**src/tqf_regs.vh**
```
`ifndef TQF_REGS_VH
`define TQF_REGS_VH

// ==========================================
// Register word indices
`define TQF_IDX_STATUS 2'h0
`define TQF_IDX_HEAD_ADDR 2'h1
`define TQF_IDX_CONTROL 2'h2

// ==========================================
// Control register fields
`define TQF_CTL_PAYLOAD_HI 31
`define TQF_CTL_PAYLOAD_LO 29
`define TQF_CTL_DEPTH_HI 28
`define TQF_CTL_DEPTH_LO 24
`define TQF_CTL_ATTEMPTS_HI 22
`define TQF_CTL_ATTEMPTS_LO 21
`define TQF_CTL_PRIO_HI 20
`define TQF_CTL_PRIO_LO 16
`define TQF_CTL_FIFO_RESET_REQUEST 10
`define TQF_CTL_SENDREQ 9
`define TQF_CTL_INCR 8
`define TQF_CTL_DIR 7
`define TQF_CTL_RTR 6
`define TQF_CTL_TSEN 5
`define TQF_CTL_IRQEN_HI 4
`define TQF_CTL_IRQEN_LO 0

// ==========================================
// Status register fields
`define TQF_STA_INDEX_HI 12
`define TQF_STA_INDEX_LO 8
`define TQF_STA_ABORTED 7
`define TQF_STA_ARBLOST 6
`define TQF_STA_BUSERR 5
`define TQF_STA_EXHAUST 4
`define TQF_STA_EMPTY 2
`define TQF_STA_NOTFULL 0

// ==========================================
// Reset values and codes
`define TQF_ATTEMPTS_RST 2'h3
`define TQF_ATTEMPTS_NONE 2'h0
`define TQF_ATTEMPTS_THREE 2'h1
`define TQF_RETRY_MAX 2'h3
`define TQF_RAM_BASE 32'h00000400
`define TQF_HEADER_BYTES 7'h08
`define TQF_FIFO_DEPTH 32
`define TQF_FIFO_AW 5

`endif

```
**src/tqf_queue.v**
```verilog
`timescale 1ns/1ns
`include "tqf_regs.vh"

// Function
// RULE_01: Status bits 12:8 show next index
// RULE_02: Index counts from zero up to depth-1
// RULE_03: Bit 7 set when message aborted
// RULE_04: Bit 6 set on lost arbitration
// RULE_05: Bit 5 set on bus error
// RULE_06: Bit 4 flags attempts exhausted
// RULE_07: Send-request or written zero clears bits
// RULE_08: Outcome bits change only at completion/reset
// RULE_09: Bit 2 high while queue empty
// RULE_10: Bit 0 high while queue has room
// RULE_11: Head address register gives write location
// RULE_12: Host avoids head address in configuration
// RULE_13: Payload code selects 8 to 64 bytes
// RULE_14: Depth is code plus one messages
// RULE_15: Attempts code: none, three, unlimited
// RULE_16: Priority field ranks queue, high wins
// RULE_17: Size, depth, direction, timestamp config-only
// RULE_18: Reset bit held in configuration, auto-clears
// RULE_19: Reset bit resets queue, self-clears
// RULE_20: Send request self-clears; host clear aborts
// RULE_21: Increment advances head or tail
// RULE_22: Direction bit selects transmit or receive
// RULE_23: Empty/not-full from occupancy versus depth
module tqf_queue (
	input wire CLK,
	input wire ARST_N,
	input wire CONFIG_MODE,
	input wire RETRY_LIMIT_EN,
	input wire [1:0] REG_SEL,
	input wire REG_WE,
	input wire REG_RE,
	input wire [31:0] REG_WDATA,
	output reg [31:0] REG_RDATA,
	input wire DONE_OK,
	input wire DONE_FAIL,
	input wire FAIL_ARB_LOST,
	input wire FAIL_BUS_ERR,
	output reg TX_START,
	output reg [4:0] TX_SLOT,
	output reg TX_ABORT,
	output reg [4:0] TX_PRIORITY
);
	// ==========================================
	// Configuration and control state
	reg [2:0] payload_reg;
	reg [4:0] depth_reg;
	reg [1:0] attempts_reg;
	reg dir_reg;
	reg rtr_reg;
	reg tsen_reg;
	reg [4:0] irqen_reg;
	reg fifo_reset_request_reg;
	reg sendreq_reg;
	reg [4:0] head_reg;
	reg [4:0] tail_reg;
	reg [5:0] count_reg;
	reg busy_reg;
	reg [1:0] retry_reg;
	reg pend_arb_reg;
	reg pend_err_reg;
	reg aborted_reg;
	reg arblost_reg;
	reg buserr_reg;
	reg exhaust_reg;
	wire fifo_in_ready;
	wire fifo_out_valid;
	wire [4:0] fifo_out_data;
	wire wr_ctl;
	wire wr_sta;
	wire incr;
	wire push;
	wire rx_pop;
	wire start;
	wire ok;
	wire fail;
	wire limit_hit;
	wire exhaust;
	wire host_abort;
	wire finish;
	wire finish_abt;
	wire set_req;
	wire clr_req;
	wire flag_clr;
	wire empty;
	wire full;
	wire [5:0] depth_msgs;
	wire [31:0] head_addr;
	// ==========================================
	// Helpers
	function [4:0] next_ptr;
		input [4:0] ptr;
		input [4:0] last;
		begin
			if (ptr == last)
				next_ptr = 5'h00;
			else
				next_ptr = ptr + 5'h01;
		end
	endfunction

	function [6:0] payload_bytes;
		input [2:0] code;
		begin
			case (code)
				3'h0: payload_bytes = 7'h08;
				3'h1: payload_bytes = 7'h0C;
				3'h2: payload_bytes = 7'h10;
				3'h3: payload_bytes = 7'h14;
				3'h4: payload_bytes = 7'h18;
				3'h5: payload_bytes = 7'h20;
				3'h6: payload_bytes = 7'h30;
				default: payload_bytes = 7'h40;
			endcase
		end
	endfunction

	// ==========================================
	// Decode and events
	assign wr_ctl = REG_WE && (REG_SEL == `TQF_IDX_CONTROL);
	assign wr_sta = REG_WE && (REG_SEL == `TQF_IDX_STATUS);
	assign depth_msgs = {1'b0, depth_reg} + 6'h01; // RULE_14
	assign empty = (count_reg == 6'h00); // RULE_23
	assign full = (count_reg == depth_msgs); // RULE_23
	// Increment ignored while the queue is held in reset
	assign incr = wr_ctl && REG_WDATA[`TQF_CTL_INCR] && !fifo_reset_request_reg && !CONFIG_MODE;
	assign push = incr && dir_reg && !full && fifo_in_ready; // RULE_21
	assign rx_pop = incr && !dir_reg && !empty; // RULE_21
	// Only one message in flight; the FIFO backs up behind it
	assign start = !busy_reg && sendreq_reg && fifo_out_valid && !fifo_reset_request_reg;
	assign ok = busy_reg && DONE_OK;
	assign fail = busy_reg && DONE_FAIL && !DONE_OK;
	assign limit_hit = RETRY_LIMIT_EN && ((attempts_reg == `TQF_ATTEMPTS_NONE) ||
		(attempts_reg == `TQF_ATTEMPTS_THREE && retry_reg == `TQF_RETRY_MAX)); // RULE_15
	assign exhaust = fail && limit_hit; // RULE_06
	assign clr_req = wr_ctl && sendreq_reg && !REG_WDATA[`TQF_CTL_SENDREQ];
	assign host_abort = busy_reg && clr_req && !ok; // RULE_20
	assign finish_abt = !ok && (exhaust || host_abort);
	assign finish = ok || finish_abt;
	assign set_req = wr_ctl && dir_reg && !sendreq_reg && REG_WDATA[`TQF_CTL_SENDREQ] && !fifo_reset_request_reg;
	assign flag_clr = set_req; // RULE_07
	assign head_addr = `TQF_RAM_BASE + {20'h00000, {7'h00, head_reg} *
		{5'h00, payload_bytes(payload_reg) + `TQF_HEADER_BYTES}}; // RULE_11 RULE_13

	tqf_fifo #(
		.WIDTH(5),
		.DEPTH(`TQF_FIFO_DEPTH),
		.AW(`TQF_FIFO_AW)
	) u_fifo (
		.CLK(CLK),
		.ARST_N(ARST_N),
		.flush(fifo_reset_request_reg),
		.in_valid(push),
		.in_ready(fifo_in_ready),
		.in_data(head_reg),
		.out_valid(fifo_out_valid),
		.out_ready(start),
		.out_data(fifo_out_data)
	);

	// ==========================================
	// Configuration fields
	always @(posedge CLK or negedge ARST_N) begin
		if (!ARST_N) begin
			payload_reg <= 3'h0;
			depth_reg <= 5'h00;
			attempts_reg <= `TQF_ATTEMPTS_RST;
			TX_PRIORITY <= 5'h00;
			dir_reg <= 1'b0;
			rtr_reg <= 1'b0;
			tsen_reg <= 1'b0;
			irqen_reg <= 5'h00;
		end else if (wr_ctl) begin
			if (CONFIG_MODE) begin
				payload_reg <= REG_WDATA[`TQF_CTL_PAYLOAD_HI:`TQF_CTL_PAYLOAD_LO]; // RULE_17
				depth_reg <= REG_WDATA[`TQF_CTL_DEPTH_HI:`TQF_CTL_DEPTH_LO]; // RULE_17
				dir_reg <= REG_WDATA[`TQF_CTL_DIR]; // RULE_17 RULE_22
				tsen_reg <= REG_WDATA[`TQF_CTL_TSEN]; // RULE_17
			end
			attempts_reg <= REG_WDATA[`TQF_CTL_ATTEMPTS_HI:`TQF_CTL_ATTEMPTS_LO];
			TX_PRIORITY <= REG_WDATA[`TQF_CTL_PRIO_HI:`TQF_CTL_PRIO_LO]; // RULE_16
			rtr_reg <= REG_WDATA[`TQF_CTL_RTR];
			irqen_reg <= REG_WDATA[`TQF_CTL_IRQEN_HI:`TQF_CTL_IRQEN_LO];
		end
	end

	// ==========================================
	// Queue reset and send request
	always @(posedge CLK or negedge ARST_N) begin
		if (!ARST_N) begin
			fifo_reset_request_reg <= 1'b1;
			sendreq_reg <= 1'b0;
		end else begin
			if (CONFIG_MODE)
				fifo_reset_request_reg <= 1'b1; // RULE_18
			else if (wr_ctl && REG_WDATA[`TQF_CTL_FIFO_RESET_REQUEST])
				fifo_reset_request_reg <= 1'b1; // RULE_19
			else
				fifo_reset_request_reg <= 1'b0; // RULE_18 RULE_19
			if (fifo_reset_request_reg)
				sendreq_reg <= 1'b0;
			else if (set_req)
				sendreq_reg <= 1'b1; // RULE_20
			else if (clr_req)
				sendreq_reg <= 1'b0; // RULE_20
			else if (ok && count_reg == 6'h01 && !push)
				sendreq_reg <= 1'b0; // RULE_20
		end
	end

	// ==========================================
	// Pointers and occupancy
	always @(posedge CLK or negedge ARST_N) begin
		if (!ARST_N) begin
			head_reg <= 5'h00;
			tail_reg <= 5'h00;
			count_reg <= 6'h00;
		end else if (fifo_reset_request_reg) begin
			head_reg <= 5'h00; // RULE_19
			tail_reg <= 5'h00;
			count_reg <= 6'h00;
		end else begin
			if (push)
				head_reg <= next_ptr(head_reg, depth_reg); // RULE_21
			if (finish || rx_pop)
				tail_reg <= next_ptr(tail_reg, depth_reg); // RULE_02 RULE_21
			if (push && !finish)
				count_reg <= count_reg + 6'h01;
			else if ((finish || rx_pop) && !push)
				count_reg <= count_reg - 6'h01;
		end
	end

	// ==========================================
	// In-flight message and retries
	always @(posedge CLK or negedge ARST_N) begin
		if (!ARST_N) begin
			busy_reg <= 1'b0;
			retry_reg <= 2'h0;
			pend_arb_reg <= 1'b0;
			pend_err_reg <= 1'b0;
			TX_START <= 1'b0;
			TX_SLOT <= 5'h00;
			TX_ABORT <= 1'b0;
		end else begin
			TX_START <= start;
			TX_ABORT <= host_abort || (busy_reg && fifo_reset_request_reg);
			if (start)
				TX_SLOT <= fifo_out_data;
			if (fifo_reset_request_reg || finish) begin
				busy_reg <= 1'b0;
			end else if (start) begin
				busy_reg <= 1'b1;
				retry_reg <= 2'h0;
				pend_arb_reg <= 1'b0;
				pend_err_reg <= 1'b0;
			end else if (fail) begin
				// Saturates; only the three-retry code reads it
				if (retry_reg != `TQF_RETRY_MAX)
					retry_reg <= retry_reg + 2'h1; // RULE_15
				pend_arb_reg <= pend_arb_reg | FAIL_ARB_LOST;
				pend_err_reg <= pend_err_reg | FAIL_BUS_ERR;
			end
		end
	end

	// ==========================================
	// Outcome flags, set wins over clear
	always @(posedge CLK or negedge ARST_N) begin
		if (!ARST_N) begin
			aborted_reg <= 1'b0;
			arblost_reg <= 1'b0;
			buserr_reg <= 1'b0;
			exhaust_reg <= 1'b0;
		end else if (fifo_reset_request_reg) begin
			aborted_reg <= 1'b0; // RULE_08
			arblost_reg <= 1'b0;
			buserr_reg <= 1'b0;
			exhaust_reg <= 1'b0;
		end else begin
			if (finish) begin
				aborted_reg <= finish_abt; // RULE_03 RULE_08
				arblost_reg <= pend_arb_reg | (fail & FAIL_ARB_LOST); // RULE_04 RULE_08
				buserr_reg <= pend_err_reg | (fail & FAIL_BUS_ERR); // RULE_05 RULE_08
			end else begin
				if (flag_clr || (wr_sta && !REG_WDATA[`TQF_STA_ABORTED]))
					aborted_reg <= 1'b0; // RULE_07
				if (flag_clr || (wr_sta && !REG_WDATA[`TQF_STA_ARBLOST]))
					arblost_reg <= 1'b0; // RULE_07
				if (flag_clr || (wr_sta && !REG_WDATA[`TQF_STA_BUSERR]))
					buserr_reg <= 1'b0; // RULE_07
			end
			if (exhaust)
				exhaust_reg <= 1'b1; // RULE_06
			else if (wr_sta && !REG_WDATA[`TQF_STA_EXHAUST])
				exhaust_reg <= 1'b0;
		end
	end

	// ==========================================
	// Read data, one cycle after the strobe
	always @(posedge CLK or negedge ARST_N) begin
		if (!ARST_N) begin
			REG_RDATA <= 32'h00000000;
		end else if (REG_RE) begin
			REG_RDATA <= 32'h00000000;
			case (REG_SEL)
				`TQF_IDX_STATUS: begin
					REG_RDATA[`TQF_STA_INDEX_HI:`TQF_STA_INDEX_LO] <= tail_reg; // RULE_01 RULE_02
					REG_RDATA[`TQF_STA_ABORTED] <= aborted_reg; // RULE_03
					REG_RDATA[`TQF_STA_ARBLOST] <= arblost_reg; // RULE_04
					REG_RDATA[`TQF_STA_BUSERR] <= buserr_reg; // RULE_05
					REG_RDATA[`TQF_STA_EXHAUST] <= exhaust_reg && dir_reg; // RULE_06
					REG_RDATA[`TQF_STA_EMPTY] <= empty; // RULE_09
					REG_RDATA[`TQF_STA_NOTFULL] <= !full; // RULE_10
				end
				// Head address is meaningless during configuration
				`TQF_IDX_HEAD_ADDR: REG_RDATA <= head_addr; // RULE_11
				`TQF_IDX_CONTROL: begin
					REG_RDATA[`TQF_CTL_PAYLOAD_HI:`TQF_CTL_PAYLOAD_LO] <= payload_reg;
					REG_RDATA[`TQF_CTL_DEPTH_HI:`TQF_CTL_DEPTH_LO] <= depth_reg;
					REG_RDATA[`TQF_CTL_ATTEMPTS_HI:`TQF_CTL_ATTEMPTS_LO] <= attempts_reg;
					REG_RDATA[`TQF_CTL_PRIO_HI:`TQF_CTL_PRIO_LO] <= TX_PRIORITY;
					REG_RDATA[`TQF_CTL_FIFO_RESET_REQUEST] <= fifo_reset_request_reg;
					REG_RDATA[`TQF_CTL_SENDREQ] <= sendreq_reg;
					REG_RDATA[`TQF_CTL_DIR] <= dir_reg;
					REG_RDATA[`TQF_CTL_RTR] <= rtr_reg;
					REG_RDATA[`TQF_CTL_TSEN] <= tsen_reg;
					REG_RDATA[`TQF_CTL_IRQEN_HI:`TQF_CTL_IRQEN_LO] <= irqen_reg;
				end
				default: REG_RDATA <= 32'h00000000;
			endcase
		end
	end
endmodule

```
**src/tqf_fifo.v**
```verilog
`timescale 1ns/1ns
`include "tqf_regs.vh"

module tqf_fifo #(
	parameter WIDTH = 5,
	parameter DEPTH = `TQF_FIFO_DEPTH,
	parameter AW = `TQF_FIFO_AW
) (
	input wire CLK,
	input wire ARST_N,
	input wire flush,
	input wire in_valid,
	output wire in_ready,
	input wire [WIDTH-1:0] in_data,
	output wire out_valid,
	input wire out_ready,
	output wire [WIDTH-1:0] out_data
);
	reg [WIDTH-1:0] mem_reg [0:DEPTH-1];
	reg [AW-1:0] wr_ptr_reg;
	reg [AW-1:0] rd_ptr_reg;
	reg [AW:0] count_reg;
	wire push;
	wire pop;
	integer i;

	assign in_ready = (count_reg != DEPTH[AW:0]);
	assign out_valid = (count_reg != {(AW+1){1'b0}});
	assign out_data = mem_reg[rd_ptr_reg];
	assign push = in_valid && in_ready;
	assign pop = out_valid && out_ready;

	// ==========================================
	// Pointers and occupancy
	always @(posedge CLK or negedge ARST_N) begin
		if (!ARST_N) begin
			wr_ptr_reg <= {AW{1'b0}};
			rd_ptr_reg <= {AW{1'b0}};
			count_reg <= {(AW+1){1'b0}};
		end else if (flush) begin
			wr_ptr_reg <= {AW{1'b0}};
			rd_ptr_reg <= {AW{1'b0}};
			count_reg <= {(AW+1){1'b0}};
		end else begin
			if (push)
				wr_ptr_reg <= wr_ptr_reg + 1'b1;
			if (pop)
				rd_ptr_reg <= rd_ptr_reg + 1'b1;
			if (push && !pop)
				count_reg <= count_reg + 1'b1;
			else if (pop && !push)
				count_reg <= count_reg - 1'b1;
		end
	end

	// ==========================================
	// Storage, no reset needed on data
	always @(posedge CLK) begin
		for (i = 0; i < DEPTH; i = i + 1) begin
			if (push && wr_ptr_reg == i[AW-1:0])
				mem_reg[i] <= in_data;
		end
	end
endmodule

```
**config.mk**
```make
export PLATFORM = sky130hd
export DESIGN_NAME = tqf_queue
export DESIGN_NICKNAME = d
export VERILOG_FILES = /design/src/tqf_queue.v /design/src/tqf_fifo.v
export VERILOG_INCLUDE_DIRS = /design/src /design/src/src
export SDC_FILE = /design/constraint.sdc
export NUM_CORES = 1
export LEC_CHECK = 0
export ABC_AREA = 1
export BUFFER_PORTS_ARGS = -buffer_cell sky130_fd_sc_hd__buf_2
export CORE_ASPECT_RATIO = 1.5
export CORE_MARGIN = 5
export CORE_UTILIZATION = 35
export CTS_CLUSTER_SIZE = 14
export DETAILED_ROUTE_END_ITERATION = 12
export GPL_TIMING_DRIVEN = 0
export PLACE_DENSITY_LB_ADDON = 0.2
export SLEW_MARGIN = 0
export SYNTH_ARGS = -nofsm -noshare
export SYNTH_HDL_FRONTEND = slang
export SYNTH_SLANG_ARGS = --single-unit
```
**constraint.sdc**
```tcl
create_clock -name CLK -period 5.83 [get_ports CLK]
set_input_delay 0.583 -clock CLK [delete_from_list [all_inputs] [get_ports CLK]]
set_output_delay 0.583 -clock CLK [all_outputs]
set_load 0.03 [all_outputs]
```
# Word-level counts from Yosys, hierarchy flattened
# Memories as Yosys holds them, arrays and structs flattened. A register that Yosys moved wholly into a read port is not among the register bits.
# Cells that the tools add are included.
# word_totals
regBits	100
mem_count	1
in_bits	44
ram_bits	160
# mem_list
name	words	word_bits	read_ports	rd_ports_with_merged_regs	wr	line_no	text
u_fifo.mem_reg	32	5	1	1	1	tqf_fifo.v:19	reg [WIDTH-1:0] mem_reg [0:DEPTH-1];
# op_classes
n_reduce_logical	157
mul	1
n_mux	211
n_bitwise	7
addsub	12
eq_ne	47
# ops
operator	count
$mux W5	72
$reduce_or A5 Y1	31
$mux W1	119
$eq A5 B5 Y1 const B	16
$logic_and A1 B1 Y1	75
$pmux W7 S7	1
$eq A5 B4 Y1 const B	8
$mux W6	6
$add A5 B1 Y5 const B	4
$eq A5 B3 Y1 const B	4
$logic_not A1 Y1	19
$reduce_bool A3 Y1	6
$pmux W8 S2	1
$pmux W7 S2	1
$reduce_bool A2 Y1	7
$add A11 B12 Y13 const A	1
$add A6 B1 Y6 const B	2
$mul A5 B7 Y12	1
$pmux W4 S3	1
$sub A6 B1 Y6 const B	2
$eq A5 B2 Y1 const B	2
$eq A5 B5 Y1	2
$eq A3 B3 Y1 const B	3
$logic_or A1 B1 Y1	9
other kinds (28)	42

# Depth between registers and ports, before layout
# Gate-level depths: netlist of the first run.
# logic_depth
depth_word	44
ltp_mapped	22
mapped_depth_nobuf	22

# Hierarchy
# From an unflattened synthesis of the first run, not the netlist that was laid out.
# hier_totals
cells_unflattened	1453
area_unflattened_um2	13330.3
# modules_own_cells
mod	n_inst	cells_per_inst	area_per_inst_um2
tqf_fifo	1	802	8017.7
tqf_queue	1	651	5312.6

# Least setup slack after synthesis of the first run
# OpenSTA, ideal clock, no wires.
# synth_timing
kind	flip-flop to flip-flop
start	reg payload_reg[2]
end	reg REG_RDATA[10]
setup_slack_ns	1.810
arrival_time_ns	3.904
path_buffers	0
setup_time_ns	0.117
path_stages_with_launch	22
path_cell_list	dfrtp_1 -> nand2_1 -> inv_1 -> nor2_1 -> ha_1 -> xnor2_1 -> nor2_1 -> fa_1 -> fa_1 -> inv_1 -> fa_1 -> inv_1 -> ha_1 -> a21oi_1 -> nand2_1 -> nand2_1 -> nand2_1 -> a21oi_1 -> and2_1 -> o21bai_1 -> nand2_1 -> nand2_1
# synth_via
elab_chain_cells	6
# synth_rtl
item	line_no	text
start, declared	tqf_queue.v:49	reg [2:0] payload_reg;
start signal, assigned	tqf_queue.v:178	payload_reg <= REG_WDATA[`TQF_CTL_PAYLOAD_HI:`TQF_CTL_PAYLOAD_LO];
$eq A3 B3 Y1 (tied with other cells)	tqf_queue.v:108	case (code)
$pmux W7 S7 *	tqf_queue.v:108	
$add A7 B4 Y7 (no line) *	-	
$mul A5 B7 Y12 *	tqf_queue.v:145	assign head_addr = `TQF_RAM_BASE + {20'h00000, {7'h00, head_reg} *
$add A11 B12 Y13 (no line) *	-	
$pmux W2 S3 *	tqf_queue.v:310	case (REG_SEL)
end signal, assigned by index	tqf_queue.v:312	REG_RDATA[`TQF_STA_INDEX_HI:`TQF_STA_INDEX_LO] <= tail_reg;
end signal, assigned by index	tqf_queue.v:313	REG_RDATA[`TQF_STA_ABORTED] <= aborted_reg;
end signal, assigned by index	tqf_queue.v:314	REG_RDATA[`TQF_STA_ARBLOST] <= arblost_reg;
end, declared	tqf_queue.v:37	output reg [31:0] REG_RDATA,
# Every way passes the cells marked *; elsewhere a longest branch is shown, timed or not.
# A chain may end at the register's enable or synchronous reset.

# Final worst setup path of the first run
# layout_timing
start	reg head_reg[2]
end	reg REG_RDATA[10]
# layout_via
elab_chain_cells	3
# layout_rtl
item	line_no	text
start, declared	tqf_queue.v:58	reg [4:0] head_reg;
start signal, assigned	tqf_queue.v:227	head_reg <= next_ptr(head_reg, depth_reg);
$mul A5 B7 Y12	tqf_queue.v:145	
$add A11 B12 Y13 (no line)	-	
$pmux W2 S3	tqf_queue.v:310	
# No other way between the ends.

==> results.json, run 1 <==
{
  "status": "completed",
  "globalRoute.totalOverflow": 0,
  "netlist_area_sq_um": 12700,
  "post_cts_hold_buffer_count": 0,
  "totalWireLength_um": 36700,
  "period_minus_slack_ns": 5.02,
  "nFillCells": 3624,
  "ys_warn_count": 0,
  "layout-area-overhead-vs-synth_pct": 14.9,
  "coreArea_sq_um": 35900,
  "ff_latch_area_sq_um": 7340,
  "multi_input_area_sq_um": 4650,
  "max-slew-margin-rel_pct": 6.60,
  "core.rowCount": 85,
  "worst-endpoint-arrival_ns": 5.45,
  "use_met1_pct": 19.8,
  "syn_inst": 1274,
  "power.ir.vdd_worst_v": 0.000202,
  "worst_hold_path_type": "input port to async pin",
  "root_buffer_cell": "clkbuf_16",
  "h-tree-depth": 1,
  "worst_r2r_endpoint": "REG_RDATA[10]$_DFFE_PN0P_",
  "setup.reg_to_reg.worst_slack_ns": 0.81,
  "via_to_cell_ratio": 5.05,
  "reg2regPathDepth": 18,
  "worstMarginPinSlew_ns": 1.40,
  "synth_seq_cells": 261,
  "grt_setup_unrepaired": "false",
  "critPathMaxFanout": 33,
  "grt_max_degree": 62,
  "worstPathRequired_ns": 6.26,
  "drc": 0,
  "final-hold-violation-count": 0,
  "ctsResizeCount": 0,
  "groute.layer.met2.usage_pct": 33.9,
  "first_iter_violations": 485,
  "final_common_cell": "nand2_1",
  "final_cell_mix": "nand2_1 (192), nor2_1 (181), edfxtp_1 (160)",
  "cts.clk_slew.worst_paths_ns": 0.07,
  "layout-drive-gt1-share_pct": 12.3,
  "synth.largest_area_cell": "edfxtp_1",
  "cts_buffer_depth": 3,
  "final_setup_vio_count": 0,
  "power_density_nw_per_um2": 303,
  "synthesis.area_per_instance_sq_um": 9.97,
  "synth_seq_area_share_pct": 57.8,
  "synth_area_leaders": "edfxtp_1 (38%), dfrtp_1 (19%), nand2_1 (5.7%)",
  "gr_peak_layer": "met2",
  "buffer_ports.inserted": 76,
  "detail-route-antenna-nets": 0,
  "fin_crit_sh_pct": 86.2,
  "clock_sinks": 261,
  "grt_pass1_wl_um": 56300,
  "worstReg2RegStart": "head_reg[2]$_DFFE_PN0P_",
  "synth.top_cell.area_share_pct": 37.8,
  "first_pass_iters": 8,
  "critical_path.endpoint": "REG_RDATA[10]$_DFFE_PN0P_",
  "worst_slack_setup_final_ns": 0.806,
  "antenna_found_initial": 2,
  "hpwl_um": 27000,
  "total_routing_usage_reported_by_global_routing_pct": 18.3,
  "die_w_um": 166,
  "placement.setup.worst_slack_ns": 0.758,
  "largest_register_ff_count": 160,
  "numCtsBuffers": 26,
  "die_height_um": 243,
  "initial_core_util_pct": 35.3,
  "critPathLaunch": "head_reg[2]$_DFFE_PN0P_",
  "ys_dominant_reg_cell": "edfxtp_1",
  "postCtsSetupBuffers": 0,
  "boundaryPins": 88,
  "synth-async-reset-ratio_pct": 38.7,
  "start_kind": "flop",
  "worst-setup-path-type": "flop to flop",
  "via_count": 9499,
  "cts_tree": "done",
  "routed_wl_per_cell_um": 19.5,
  "number_of_global_route_vias_before_repair": 9850,
  "count_of_flip_flops_with_a_built_in_enable_after_synthesis": 160,
  "use_met3_pct": 2.87,
  "finalNetCount": 1483,
  "max-cap-violations": 0,
  "synth_cell_type_count": 46,
  "clk_latency_ns": 0.54,
  "gp_congestion": 0.905,
  "critical_path_end_type": "flop",
  "static_leakage_nw": 6.12,
  "timing.final.max_slew_violations": 0,
  "die_area_sq_um": 40300,
  "final.setup.tns_ns": 0,
  "max_clock_freq_mhz": 199,
  "skew_ns": 0.0138
}
cells in the mapped netlist, types with 2 or more instances:
master      n
buf_6       4
nand2_1   192
xnor2_1    13
nor3_1     13
nor2_1    181
buf_1       2
nand3_1    79
dfrtp_1    98
edfxtp_1  160
nand3_2     3
xor2_1     16
o221ai_1   20
ha_1       47
inv_1     101
inv_2       8
o22ai_1    11
buf_4       6
nand2_4     2
a22oi_1     2
dfstp_2     3
nor3_2      2
nor2_2      2
nand4_1    15
a22o_1      5
o21ai_2     2
a21oi_1    39
or2_2       2
nand2_2     6
o21ai_1     5
mux2_2      2
fa_1       10
o211ai_1   25
clkbuf_1   44
a31oi_1     3
o21ai_0   129
buf_2      11
nor2_4      2
per-layer routing:
layer,wire (um),vias to the layer above,share of wire (%)
li1,-,4577,-
met1,13500,4556,37
met2,19500,276,53
met3,1820,88,4.9
met4,1860,2,5.1
met5,13,-,0.035
worst max-delay path, cell delays in order, from the launching register on:
cell and delay (ns):
dfrtp_1 1.28, clkbuf_1 0.42, inv_1 0.18, nor2_1 0.17, fa_1 0.47, fa_1 0.55, inv_1 0.06, fa_1 0.53
inv_1 0.04, ha_1 0.33, a21oi_1 0.15, nand2_1 0.12, nand2_1 0.08, nand2_1 0.05, a21oi_1 0.16, and2_1 0.15
o21bai_1 0.07, nand2_1 0.07, nand2_1 0.05
metrics by stage:
step           cells  util, %  instance area (sq um)  hold slack (ns)  power, W
3_5_place_dp    1832     38.2                  13700            0.462   0.00275
4_1_cts         1880     40.6                  14600           0.0590   0.00447
2_1_floorplan   1277        -                  12700            0.287   0.00256
3_3_place_gp    1831     38.1                  13700            0.462   0.00274
5_1_grt         1881     40.6                  14600           0.0821   0.00462
6_report        1881     40.6                  14600           0.0575   0.00442
where the power goes:
| group | internal [W] | switching [W] | leakage, nW | total (W) |
|---|---|---|---|---|
| registers | 0.00204 | 0.0000572 | 2.87 | 0.00209 |
| logic | 0.000204 | 0.000410 | 2.84 | 0.000614 |
| clock network | 0.000998 | 0.000714 | 0.415 | 0.00171 |
| total | 0.00324 | 0.00118 | 6.12 | 0.00442 |
worst min-delay path by stage:
stage / from / slack (ns) / to / cells after the start
after global placement: irqen_reg[1]$_DFFE_PN0P_ / 0.46 / irqen_reg[1]$_DFFE_PN0P_ / 2
after detailed placement: REG_RDATA[25]$_DFFE_PN0P_ / 0.46 / REG_RDATA[25]$_DFFE_PN0P_ / 2
after CTS: ARST_N / 0.06 / u_fifo.count_reg[1]$_DFFE_PN0P_ / 1
after floorplan: ARST_N / 0.29 / REG_RDATA[0]$_DFFE_PN0P_ / 0
after global routing: ARST_N / 0.08 / u_fifo.count_reg[1]$_DFFE_PN0P_ / 1
final: ARST_N / 0.06 / u_fifo.count_reg[1]$_DFFE_PN0P_ / 1
logic make-up (layout without fill, tap and decap cells):
family	Yosys count	count (layout)	synth area share, %
AO/OA/AOI/OAI	246	246	11.3
XOR/XNOR	29	29	2.00
adder cells (fa/ha/maj)	57	57	6.21
buffers and inverters	177	302	5.75
flip-flops	261	261	57.8
multiplexers	2	2	0.177
other	1	5	0.0295
AND/OR/NAND/NOR	501	501	16.7
layout make-up:
cell class,count,area share (%)
tap,478,4.10
sequential,261,50.3
timing repair buffer,77,2.81
multi-input combinational,839,31.8
clock buffer,36,5.21
inverter,110,2.83
clock inverter,12,0.754
antenna,1,0.0171
buffer,67,2.18
No activity file was read; power rests on OpenSTA's default activity.
==> inputs of run 2 (changes only) <==
--- a/config.mk
+++ b/config.mk
@@ -11,7 +11,7 @@
 export CORE_ASPECT_RATIO = 1.5
 export CORE_MARGIN = 5
 export CORE_UTILIZATION = 35
-export CTS_CLUSTER_SIZE = 14
+export CTS_CLUSTER_SIZE = 16
 export DETAILED_ROUTE_END_ITERATION = 12
 export GPL_TIMING_DRIVEN = 0
 export PLACE_DENSITY_LB_ADDON = 0.2
==> constraint.sdc (replaced) <==
create_clock -name CLK -period 5.2 [get_ports CLK]
set_input_delay 0.52 -clock CLK [delete_from_list [all_inputs] [get_ports CLK]]
set_output_delay 0.52 -clock CLK [all_outputs]
set_load 0.03 [all_outputs]
==> run 2 against run 1 <==
Net effect:
- die area unchanged
- worst hold slack improved by 0.12 ns
- register-to-register slack got worse by 0.39 ns
- power increased by 12%
- first-iteration DRC count increased by 21%
- sequential power is 12% higher
- largest power group unchanged
==> results.json, run 2 (synthesized netlist as in run 1, its figures left out) <==
{
  "worst-endpoint-arrival_ns": 5.22,
  "cts_buffer_depth": 3,
  "final_cell_mix": "nand2_1 (192), nor2_1 (181), edfxtp_1 (160)",
  "reg2regPathDepth": 18,
  "via_to_cell_ratio": 5.06,
  "die_area_sq_um": 40300,
  "worst-setup-path-type": "flop to flop",
  "critical_path.endpoint": "REG_RDATA[10]$_DFFE_PN0P_",
  "via_count": 9519,
  "globalRoute.totalOverflow": 0,
  "largest_register_ff_count": 160,
  "coreArea_sq_um": 35900,
  "grt_pass1_wl_um": 56400,
  "root_buffer_cell": "clkbuf_16",
  "critPathLaunch": "head_reg[4]$_DFFE_PN0P_",
  "worstMarginPinSlew_ns": 1.36,
  "total_routing_usage_reported_by_global_routing_pct": 18.3,
  "start_kind": "flop",
  "routed_wl_per_cell_um": 19.5,
  "clock_power_share_pct": 38.7,
  "cts_tree": "done",
  "die_w_um": 166,
  "combinationalPowerShare_pct": 13.9,
  "status": "completed",
  "clk_latency_ns": 0.54,
  "final.setup.tns_ns": 0,
  "critical_path_end_type": "flop",
  "drc": 0,
  "setup.reg_to_reg.worst_slack_ns": 0.41,
  "worstReg2RegStart": "head_reg[4]$_DFFE_PN0P_",
  "power.ir.vdd_worst_v": 0.000226,
  "core.rowCount": 85,
  "cts.clk_slew.worst_paths_ns": 0.06,
  "number_of_global_route_vias_before_repair": 9863,
  "totalWireLength_um": 36700,
  "antenna_found_initial": 2,
  "timing.hold.ws_ns": 0.175,
  "cell_internal_pwr_w": 0.00363,
  "period_minus_slack_ns": 4.79,
  "critPathMaxFanout": 33,
  "switching_power_w": 0.00133,
  "worst_hold_path_type": "input port to flop",
  "max_clock_freq_mhz": 209,
  "timing.final.max_slew_violations": 0,
  "numCtsBuffers": 26,
  "power.switching_fraction_pct": 26.7,
  "max-slew-margin-rel_pct": 9.25,
  "layout-drive-gt1-share_pct": 12.4,
  "gp_congestion": 0.905,
  "h-tree-depth": 1,
  "first_iter_violations": 586,
  "buffer_ports.inserted": 76,
  "clock_sinks": 261,
  "first_pass_iters": 5,
  "layout-area-overhead-vs-synth_pct": 15.0,
  "power_density_nw_per_um2": 339,
  "final_cells": 1882,
  "post-place-cells": 1832,
  "detail-route-antenna-nets": 0,
  "final_common_cell": "nand2_1",
  "boundaryPins": 88,
  "max-cap-violations": 0,
  "grt_max_degree": 62,
  "worstPathRequired_ns": 5.63,
  "die_height_um": 243,
  "fin_crit_sh_pct": 92.1,
  "worst_r2r_endpoint": "REG_RDATA[10]$_DFFE_PN0P_",
  "skew_ns": 0.0137,
  "grt_setup_unrepaired": "false",
  "final_setup_vio_count": 0,
  "final-hold-violation-count": 0,
  "finalNetCount": 1484,
  "power.sequential.fraction_pct": 47.4,
  "static_leakage_nw": 6.12,
  "hpwl_um": 27000,
  "initial_core_util_pct": 35.3
}
==> run 2: cell count changes in the layout (fill, tap and decap cells not counted) <==
cell,change
dlygate4sd3_1,+1
dfrtp_2,+1
dfrtp_1,-1
==> run 2: per-stage QoR <==
step	power (W)	utilization, %	worst slack, ns	cell area [sq um]
finish	0.00496	40.6	0.412	14600
global route	0.00518	40.6	0.0788	14600
CTS	0.00501	40.6	0.121	14600
detailed placement	0.00309	38.2	0.128	13700
global placement	0.00307	38.1	0.165	13700
floorplan	0.00287	-	1.18	12700
==> run 2: timing repair <==
| action | CTS | global route |
|---|---|---|
| endpoints found under the hold margin | 3 | 0 |
| setup buffers | 0 | 0 |
| resized for setup | 0 | 1 |
| endpoints found under the setup margin | 0 | 3 |
| hold buffers | 1 | 0 |
==> run 2: worst min-delay path by stage <==
stage                                          from                   endpoint  slack (ns)  depth (start not counted)
after global routing                   REG_WDATA[1]   irqen_reg[1]$_DFFE_PN0P_        0.17                          3
after global placement     irqen_reg[1]$_DFFE_PN0P_   irqen_reg[1]$_DFFE_PN0P_        0.46                          2
final                                  REG_WDATA[1]   irqen_reg[1]$_DFFE_PN0P_        0.17                          3
after CTS                              REG_WDATA[1]   irqen_reg[1]$_DFFE_PN0P_        0.15                          3
after floorplan                              ARST_N   REG_RDATA[0]$_DFFE_PN0P_        0.22                          0
after detailed placement  REG_RDATA[25]$_DFFE_PN0P_  REG_RDATA[25]$_DFFE_PN0P_        0.46                          2
==> run 2: final cells by class <==
type                            count  area [sq um]
Clock buffer                       36           761
Antenna cell                        1          2.50
Timing Repair Buffer               78           420
Clock inverter                     12           110
Fill cell                        3625         21300
Sequential cell                   261          7340
Tap cell                          478           598
Inverter                          110           413
Buffer                             67           318
Multi-Input combinational cell    839          4650
==> run 2: critical path: stages, from the launching register on <==
cell	delay [ns]
dfrtp_1	1.07
clkbuf_1	0.42
inv_1	0.16
nor2_1	0.18
fa_1	0.45
fa_1	0.55
inv_1	0.06
fa_1	0.53
inv_1	0.04
ha_1	0.33
a21oi_1	0.15
nand2_1	0.12
nand2_1	0.08
nand2_1	0.05
a21oi_1	0.16
and2_1	0.15
o21bai_1	0.07
nand2_1	0.07
nand2_1	0.05
==> run 2: per-layer routing <==
metal	share of wire (%)	global-route usage [%]
met5	0.035	0
met4	5.2	8.74
met3	4.8	2.87
met2	53	33.9
met1	37	19.8
==> run 2: power groups by stage <==
stage / clock (W) / sequential, W / combinational [W]
2_1_floorplan: 0 / 0.00246 / 0.000402
3_3_place_gp: 0 / 0.00239 / 0.000684
3_5_place_dp: 0 / 0.00239 / 0.000696
4_1_cts: 0.00196 / 0.00235 / 0.000699
5_1_grt: 0.00204 / 0.00236 / 0.000769
6_report: 0.00192 / 0.00235 / 0.000689
